`src/core/usr8_pkg.sv`:
```
// Shared constants and types for the eight-bit universal shift register
package usr8_pkg;

  // ==========================================================
  // Register geometry
  localparam int unsigned DATA_WIDTH = 8;
  localparam int unsigned APB_AW     = 4;

  // ==========================================================
  // Register byte offsets
  localparam logic [APB_AW-1:0] OFF_CTRL   = 4'h0;
  localparam logic [APB_AW-1:0] OFF_STATUS = 4'h4;

  // ==========================================================
  // Control register fields
  localparam int unsigned CTRL_OVR   = 0; // Software owns the mode selects
  localparam int unsigned CTRL_SEL0  = 1; // Software mode select, low bit
  localparam int unsigned CTRL_SEL1  = 2; // Software mode select, high bit
  localparam int unsigned CTRL_STEP  = 3; // Write one: one clock event
  localparam logic [2:0]  CTRL_RESET = 3'h0;

  // ==========================================================
  // Status register fields
  localparam int unsigned STAT_DATA_LSB = 0;
  localparam int unsigned STAT_OE_BIT   = 8;
  localparam int unsigned STAT_MODE_LSB = 9;

  // ==========================================================
  // Reset values
  localparam logic [DATA_WIDTH-1:0] DATA_RESET = 8'h00;
  localparam logic [DATA_WIDTH-1:0] OE_N_OFF   = 8'hFF;
  localparam logic [31:0]           WORD_ZERO  = 32'h0000_0000;

  // ==========================================================
  // Operating modes
  typedef enum logic [1:0] {
    USR8_HOLD,
    USR8_SHIFT_RIGHT,
    USR8_SHIFT_LEFT,
    USR8_LOAD
  } usr8_mode_t;

  // Whole state of the block
  typedef struct packed {
    logic [DATA_WIDTH-1:0] data;
    logic [DATA_WIDTH-1:0] oe_n;
    logic                  clock_q;
    logic [2:0]            ctrl;
    logic                  step;
    logic                  pready;
    logic                  pslverr;
    logic [31:0]           prdata;
  } usr8_state_t;

endpackage : usr8_pkg

```
`src/core/usr8_shift_register.sv`:
```
// Eight-bit universal shift register with tri-state pins and APB control
//
// What this block does
// - Eight flip-flops clear, shift left, shift right, load or hold synchronously.
// - Mode selects choose the operation taken at each clock edge.
// - Low synchronous clear overrides selects and clears on next rising edge.
// - All other data register changes happen only on clock_in rising edges or a CTRL_STEP write.
// - Either high output enable puts all parallel pins in high impedance.
// - Register keeps operating while pin drivers are disabled.
// - Both selects high also release the pins for a parallel load.
// - Load mode takes pin data; far side drives it before the edge.
// - Bit 0 and bit 7 have dedicated always-driven outputs.
module usr8_shift_register #(
  parameter int unsigned WIDTH = usr8_pkg::DATA_WIDTH
) (
  input  wire logic             pclk,
  input  wire logic             presetn,
  input  wire logic             clk_en,
  // APB slave
  input  wire logic             psel,
  input  wire logic             penable,
  input  wire logic             pwrite,
  input  wire logic [31:0]      paddr,
  input  wire logic [31:0]      pwdata,
  output logic                  pready,
  output logic                  pslverr,
  output logic [31:0]           prdata,
  // Device pins
  input  wire logic             clock_in,
  input  wire logic             mode_select_lo,
  input  wire logic             mode_select_hi,
  input  wire logic             sync_clear_n,
  input  wire logic             out_en_n_a,
  input  wire logic             out_en_n_b,
  input  wire logic             right_serial_in,
  input  wire logic             left_serial_in,
  input  wire logic [WIDTH-1:0] pio_in,
  output logic [WIDTH-1:0]      pio_out,
  output logic [WIDTH-1:0]      pio_oe_n,
  output logic                  end_bit_low_out,
  output logic                  end_bit_high_out
);

  // ==========================================================
  // Elaboration check
  if (WIDTH != usr8_pkg::DATA_WIDTH)
  begin : g_width_check
    $error("usr8_shift_register supports only an eight-bit register");
  end

  usr8_pkg::usr8_state_t state;
  usr8_pkg::usr8_state_t next_state;

  logic             sel_lo;
  logic             sel_hi;
  logic             clock_rise;
  logic             event_now;
  logic [WIDTH-1:0] shr_val;
  logic [WIDTH-1:0] shl_val;
  logic             apb_write;
  logic             apb_setup;
  logic             addr_ctrl;
  logic             addr_stat;
  usr8_pkg::usr8_mode_t mode;

  // ==========================================================
  // Mode decode, software may take the selects over
  assign sel_lo = state.ctrl[usr8_pkg::CTRL_OVR] ?
                  state.ctrl[usr8_pkg::CTRL_SEL0] : mode_select_lo;
  assign sel_hi = state.ctrl[usr8_pkg::CTRL_OVR] ?
                  state.ctrl[usr8_pkg::CTRL_SEL1] : mode_select_hi;

  always_comb
  begin
    case ({sel_hi, sel_lo})
      2'h0:    mode = usr8_pkg::USR8_HOLD;
      2'h1:    mode = usr8_pkg::USR8_SHIFT_RIGHT;
      2'h2:    mode = usr8_pkg::USR8_SHIFT_LEFT;
      default: mode = usr8_pkg::USR8_LOAD;
    endcase
  end

  // rising edge only
  // Pin is synchronous to pclk, so a plain previous-value compare suffices
  assign clock_rise = clock_in & ~state.clock_q;
  assign event_now  = clock_rise | state.step;

  // ==========================================================
  // Per-bit shift neighbours
  // serial entry points
  for (genvar i = 0; i < WIDTH; i++)
  begin : g_bit
    if (i == 0)
    begin : g_lo
      assign shr_val[i] = right_serial_in;
      assign shl_val[i] = state.data[i+1];
    end
    else if (i == WIDTH-1)
    begin : g_hi
      assign shr_val[i] = state.data[i-1];
      assign shl_val[i] = left_serial_in;
    end
    else
    begin : g_mid
      assign shr_val[i] = state.data[i-1];
      assign shl_val[i] = state.data[i+1];
    end
  end

  // ==========================================================
  // APB decode
  assign apb_setup = psel & ~penable;
  assign apb_write = psel & penable & state.pready & pwrite;
  assign addr_ctrl = paddr[usr8_pkg::APB_AW-1:0] == usr8_pkg::OFF_CTRL &&
                     paddr[31:usr8_pkg::APB_AW] == '0;
  assign addr_stat = paddr[usr8_pkg::APB_AW-1:0] == usr8_pkg::OFF_STATUS &&
                     paddr[31:usr8_pkg::APB_AW] == '0;

  // ==========================================================
  // Next-state logic
  always_comb
  begin
    next_state         = state;
    next_state.clock_q = clock_in;
    next_state.step    = 1'b0;

    if (event_now)
    begin
      if (!sync_clear_n)
      begin
        next_state.data = usr8_pkg::DATA_RESET;
      end
      else
      begin
        case (mode)
          usr8_pkg::USR8_HOLD:        next_state.data = state.data;
          usr8_pkg::USR8_SHIFT_RIGHT: next_state.data = shr_val;
          usr8_pkg::USR8_SHIFT_LEFT:  next_state.data = shl_val;
          usr8_pkg::USR8_LOAD:        next_state.data = pio_in;
          default:                    next_state.data = state.data;
        endcase
      end
    end

    // drive only, state untouched
    // One pclk of latency keeps the enables glitch free
    if (out_en_n_a || out_en_n_b || mode == usr8_pkg::USR8_LOAD)
      next_state.oe_n = usr8_pkg::OE_N_OFF;
    else
      next_state.oe_n = '0;

    // APB answer: ready one cycle after setup
    if (apb_setup)
    begin
      next_state.pready  = 1'b1;
      next_state.pslverr = ~(addr_ctrl | addr_stat);
      next_state.prdata  = usr8_pkg::WORD_ZERO;
      if (!pwrite && addr_ctrl)
        next_state.prdata[2:0] = state.ctrl;
      if (!pwrite && addr_stat)
      begin
        next_state.prdata[usr8_pkg::STAT_DATA_LSB +: WIDTH] = state.data;
        next_state.prdata[usr8_pkg::STAT_OE_BIT] = state.oe_n[0];
        next_state.prdata[usr8_pkg::STAT_MODE_LSB +: 2] = {sel_hi, sel_lo};
      end
    end
    else
    begin
      next_state.pready  = 1'b0;
      next_state.pslverr = 1'b0;
    end

    // Control write; the step bit self-clears
    if (apb_write && addr_ctrl)
    begin
      next_state.ctrl = pwdata[2:0];
      next_state.step = pwdata[usr8_pkg::CTRL_STEP];
    end
  end

  // ==========================================================
  // State register, frozen while clk_en is low
  always_ff @(posedge pclk or negedge presetn)
  begin
    if (!presetn)
    begin
      state.data    <= usr8_pkg::DATA_RESET;
      state.oe_n    <= usr8_pkg::OE_N_OFF;
      state.clock_q <= 1'b0;
      state.ctrl    <= usr8_pkg::CTRL_RESET;
      state.step    <= 1'b0;
      state.pready  <= 1'b0;
      state.pslverr <= 1'b0;
      state.prdata  <= usr8_pkg::WORD_ZERO;
    end
    else if (clk_en)
    begin
      state <= next_state;
    end
  end

  // ==========================================================
  // Outputs straight from state
  assign pready   = state.pready;
  assign pslverr  = state.pslverr;
  assign prdata   = state.prdata;
  assign pio_out  = state.data;
  assign pio_oe_n = state.oe_n;
  assign end_bit_low_out  = state.data[0];
  assign end_bit_high_out = state.data[WIDTH-1];

endmodule : usr8_shift_register
```
`config.mk`:
```
export PLATFORM = sky130hd
export DESIGN_NAME = usr8_shift_register
export DESIGN_NICKNAME = d
export VERILOG_FILES = /design/src/core/usr8_pkg.sv /design/src/core/usr8_shift_register.sv
export SDC_FILE = /design/constraint.sdc
export NUM_CORES = 1
export LEC_CHECK = 0
export BUFFER_PORTS_ARGS = -buffer_cell sky130_fd_sc_hd__clkbuf_2
export CAP_MARGIN = 25
export CORE_AREA = 2 2 64 111
export CTS_CLUSTER_SIZE = 25
export DETAILED_ROUTE_END_ITERATION = 8
export DIE_AREA = 0 0 66 113
export PLACE_DENSITY = 0.55
export SLEW_MARGIN = 20
export SYNTH_ARGS = -nofsm -noshare
export SYNTH_HDL_FRONTEND = slang
export SYNTH_SLANG_ARGS = --single-unit
```
`constraint.sdc`:
```
create_clock -name pclk -period 2.3 [get_ports pclk]
set_clock_uncertainty 0.15 [all_clocks]
set_input_delay 0.46 -clock pclk [delete_from_list [all_inputs] [get_ports pclk]]
set_output_delay 0.46 -clock pclk [all_outputs]
set_load 0.005 [all_outputs]
```
Yosys cells after proc, flatten, opt, wreduce, memory -nomap -nowiden
Index checks and enable logic that the tools add are counted.
W data, S select, Z words.
Storage, ports and cells
  bits in registers: 34
  word-level logic and storage cells: 50
  bits in latches: 0
  ROM bits: 0
  output and inout port bits: 52
  memories kept: 0
  bits in writable memories: 0
Cells by class
  eq/ne operators: 7
  reduce and logical (&&, ||, !) cells: 15
  mux-type cells: 10
  bitwise operators: 10
  multipliers: 0
  add/subtract/negate cells: 0
  shift operators: 0
  divide/modulo/power cells: 0
  order comparisons: 0
Operator list (count)
  $logic_not A28 Y1: 1
  $pmux W8 S3: 1
  $mux W8: 2
  $mux W11: 1
  $eq A2 B2 Y1 const B: 3
  $pmux W2 S3: 1
  $and A1 B1 Y1: 5
  $logic_and A1 B1 Y1: 5
  $eq A2 B1 Y1 const B: 2
  $eq A4 B3 Y1 const B: 1
  $logic_not A2 Y1: 2
  $logic_not A4 Y1: 1
  $reduce_and A2 Y1: 2
  $mux W1: 3
  $mux W3: 1
  $not A1 Y1: 3
  $reduce_and A3 Y1: 1
  $logic_or A1 B1 Y1: 2
  $mux W2: 1
  $ne A2 B2 Y1 const B: 1
  $or A1 B1 Y1: 2
  $logic_not A1 Y1: 1

Longest topological paths before layout
  depth in word-level cells: 6
  mapped depth: 6
  gate-level depth less buffers: 4

Worst setup path after synthesis
Ideal clock, no wire load.
  path kind: input -> register
  from: input paddr[17]
  to: register state[35] in the netlist's numbering
  stages: 4
  path buffers: 0
  setup slack: 0.323 ns
  data required time: 2.025 ns
  arrival time: 1.702 ns
  library setup time: 0.125 ns
  cell sequence: nor4_1 -> nand4_2 -> nor4_4 -> mux2_4
Between the ends
  cells in the longest elaborated chain, start to end: 4
Ends and longest elaborated chain
  start: declaration: line usr8_shift_register.sv:23  | input wire logic [31:0] paddr,
  $logic_not A28 Y1: line usr8_shift_register.sv:115  | paddr[31:usr8_pkg::APB_AW] == '0;
  $logic_and A1 B1 Y1: line usr8_shift_register.sv:114  | assign addr_ctrl = paddr[usr8_pkg::APB_AW-1:0] == usr8_pkg::OFF_CTRL &&
  $logic_and A1 B1 Y1: line usr8_shift_register.sv:174  | if (apb_write && addr_ctrl)
  $reduce_and A2 Y1 (no line)
  end signal: assignment: line usr8_shift_register.sv:198  | state <= next_state;
  end: declaration: line usr8_shift_register.sv:51  | usr8_pkg::usr8_state_t state;
Every way passes these cells.
A chain may end at the register's enable or synchronous reset.

Final worst setup path
Ends and elaborated chain as after synthesis.

==> metrics.csv <==
stage;metric;value;unit
sta;finalWorstSetupSlack;428;ps
grt;grt_pass1_wl;6740;um
drt;initialDrtViolationCount;38;
die;io_pins;138;
die;num_rows;39;
cts;clock-sinks;27;
sta;timing.final.hold_violations;0;
pwr;p_leak;1.11;nW
cts;cts_buffers;3;
pwr;combPwrFrac;0.182;
run;cap_viol_max_count;0;
placed_design;hpwl;3460;um
finish;n_antenna_cell;0;
finish;fill_cells;707;
grt;grt_start_max_net_pins;28;
die;die_y;113;um
worst_setup_path;critPathMaxFanout;4;
sta;worst_slew_pin_slew;686;ps
worst_setup_path;arrival;1870;ps
synthesis;ys_seq_area_frac;0.383;
cts;post_cts_buffers;0;
synthesis;ys_warn_count;0;
synthesis;ys_top_cells_by_area;dfrtp_1 37%, buf_4 21%, a22o_1 6.0%;
grt;grt.total_usage;0.116;
cts;holdBufCountCts;0;
finish;multiInputGateArea;768;um2
drt;viasPerCell;4.43;
grt;first_global_vias;1416;
placed_design;placed_area;0.00205;mm2
finish;synthToLayoutAreaGrowth;20.5;%
drt;drc;0;
pwr;intPower;0.845;mW
drt;vias;1413;
synthesis;synth-seq-cells;27;
finish;ff_latch_area;677;um2
cts;cts_tree;built;
drt;routed_wl;4310;um
pwr;switching_share;0.263;
die;start_util;0.270;
finish;nNetsFinal;324;
drt;drtAntennaViolNets;0;
placed_design;dp_cells;315;
grt;antenna_found_initial;0;
placed_design;place_congestion;0.780;
cts;cts-root-buf;clkbuf_16;
worst_setup_path;worstSetupEndpointType;register;
synthesis;synth.distinct_cells;29;
die;die_x;66;um
worst_setup_path;startpoint_type;primary input;
cts;cts_resized;0;
sta;rsz0062_at_grt;no;
pwr;clkPwrFrac;0.347;
worst_setup_path;criticalPathCategory;in -> reg;
pwr;p_sw;0.301;mW
pwr;ir_drop;0.000249;V
synthesis;netlist_area;0.00177;mm2
placed_design;port_buffers;88;
cts;path_clk_slew;70;ps
sta;setup_viol;0;
drt;first_pass_iters;4;
pwr;pwr_density_cell;539;mW/mm2
cts;insertion_delay;260;ps
sta;slew_viol_final;0;
sta;relSlewSlack;0.543;
grt;grt_overflow;0;
status;outcome;finished, final reports clean;
sta;fin_crit_sh;0.814;
pwr;power_frac_seq;0.471;
worst_hold_path;hp-class;in -> async;
drt;wl_per_cell;13.5;um
synthesis;syn_area_per_cell;10.3;um2
die;die_area;0.00746;mm2
sta;min_period;1870;ps
synthesis;synth_top_area_cell;dfrtp_1;
worst_setup_path;worst_ep_required_time;2300;ps
cts;cts_buffer_depth;2;
placed_design;place_ws;117;ps
sta;fin_tns_setup;0;ps
finish;finish.instance_area;0.00213;mm2
synthesis;synth.top_cell.area_share;0.369;
finish;stdcell_count;319;
cts;cts_max_level;1;
die;core;0.00654;mm2
finish;drive_gt1_frac;0.506;
worst_setup_path;worstRegToRegCells;4;
synthesis;synthCells;172;
sta;fmax;534;MHz
-- flip-flops by register name, summed over array words and instances, names as in the netlist --
name / count
pready: 1
pio_out: 8
prdata: 11
state: 5
pio_oe_n: 1
pslverr: 1
-- worst max-delay path: stages --
cell and delay, ps:
clkbuf_2 80, nor4_1 320, nand4_2 190, nor4_4 480
mux2_4 330
-- through the flow --
stage,hold slack (ps),utilization,total power [mW]
after floorplan,14.4,-,0.696
after global placement,328,0.313,0.761
after detailed placement,331,0.313,0.763
after CTS,115,0.325,1.16
after global routing,141,0.325,1.21
final,78.3,0.325,1.15
-- Yosys cell counts, drive strengths merged --
master / instances
a211oi: 1
a21o: 1
a21oi: 1
a22o: 12
a31oi: 8
a32o: 8
buf: 50
clkbuf: 4
conb: 1
dfrtp: 26
dfstp: 1
inv: 2
mux2: 9
mux2i: 1
nand2: 17
nand4: 2
nand4b: 1
nor2: 11
nor2b: 1
nor3: 1
nor3b: 1
nor4: 9
o21ai: 2
o2bb2ai: 1
or2: 1
-- metal layers --
layer | track usage | up-vias | part of all wire
li1 | - | 681 | -
met2 | 0.209 | 49 | 0.57
met4 | 0.0449 | 0 | 0.016
met1 | 0.127 | 679 | 0.35
met5 | 0 | - | 0
met3 | 0.0278 | 4 | 0.067
-- path summary, 6_finish.rpt --
kind                                           to             startpoint  slack (ps)
max                         state[35]$_DFFE_PN0P_              paddr[17]         430
min                        pio_out[0]$_DFFE_PN0P_                presetn          80
max reg2reg                pio_out[7]$_DFFE_PN0P_  state[35]$_DFFE_PN0P_         460
min reg2reg                 prdata[9]$_DFFE_PN0P_  prdata[9]$_DFFE_PN0P_         340
max in group asynchronous   prdata[0]$_DFFE_PN0P_                presetn        1480
min in group pclk           state[34]$_DFFE_PN0P_              pwdata[3]         270
-- power by group through the flow --
stage | logic [mW] | registers (mW) | clock network (mW)
finish | 0.209 | 0.540 | 0.398
global placement | 0.210 | 0.550 | 0
detailed placement | 0.213 | 0.551 | 0
global route | 0.235 | 0.546 | 0.424
floorplan | 0.159 | 0.537 | 0
CTS | 0.213 | 0.542 | 0.401
-- cell families after synthesis --
logic type	synth area share
buffers and inverters	0.224
and+or+nand+nor	0.166
AOI/OAI and AO/OA	0.155
DFF	0.383
muxes	0.0694
other	0.00212
-- placed cells by master (no fill, tap or decap), types with 2 or more instances in the layout --
cell / instances
o21ai_0: 2
nand4_2: 2
mux2_4: 3
a32o_1: 8
nor2_1: 11
dfrtp_1: 26
a22o_1: 12
buf_4: 7
a31oi_1: 8
nand2_1: 17
conb_1: 21
clkbuf_16: 3
nor4_2: 6
mux2_2: 6
inv_1: 2
nor4_4: 2
clkbuf_2: 88
-- area by class of cell --
type / count / share of cell area
timing repair buffer: 95 / 0.232
inverter: 2 / 0.00353
sequential: 27 / 0.318
multi-input combinational: 109 / 0.361
tap: 82 / 0.0482
clock buffer: 4 / 0.0371
Note: power is estimated with default switching activity, not from simulation.
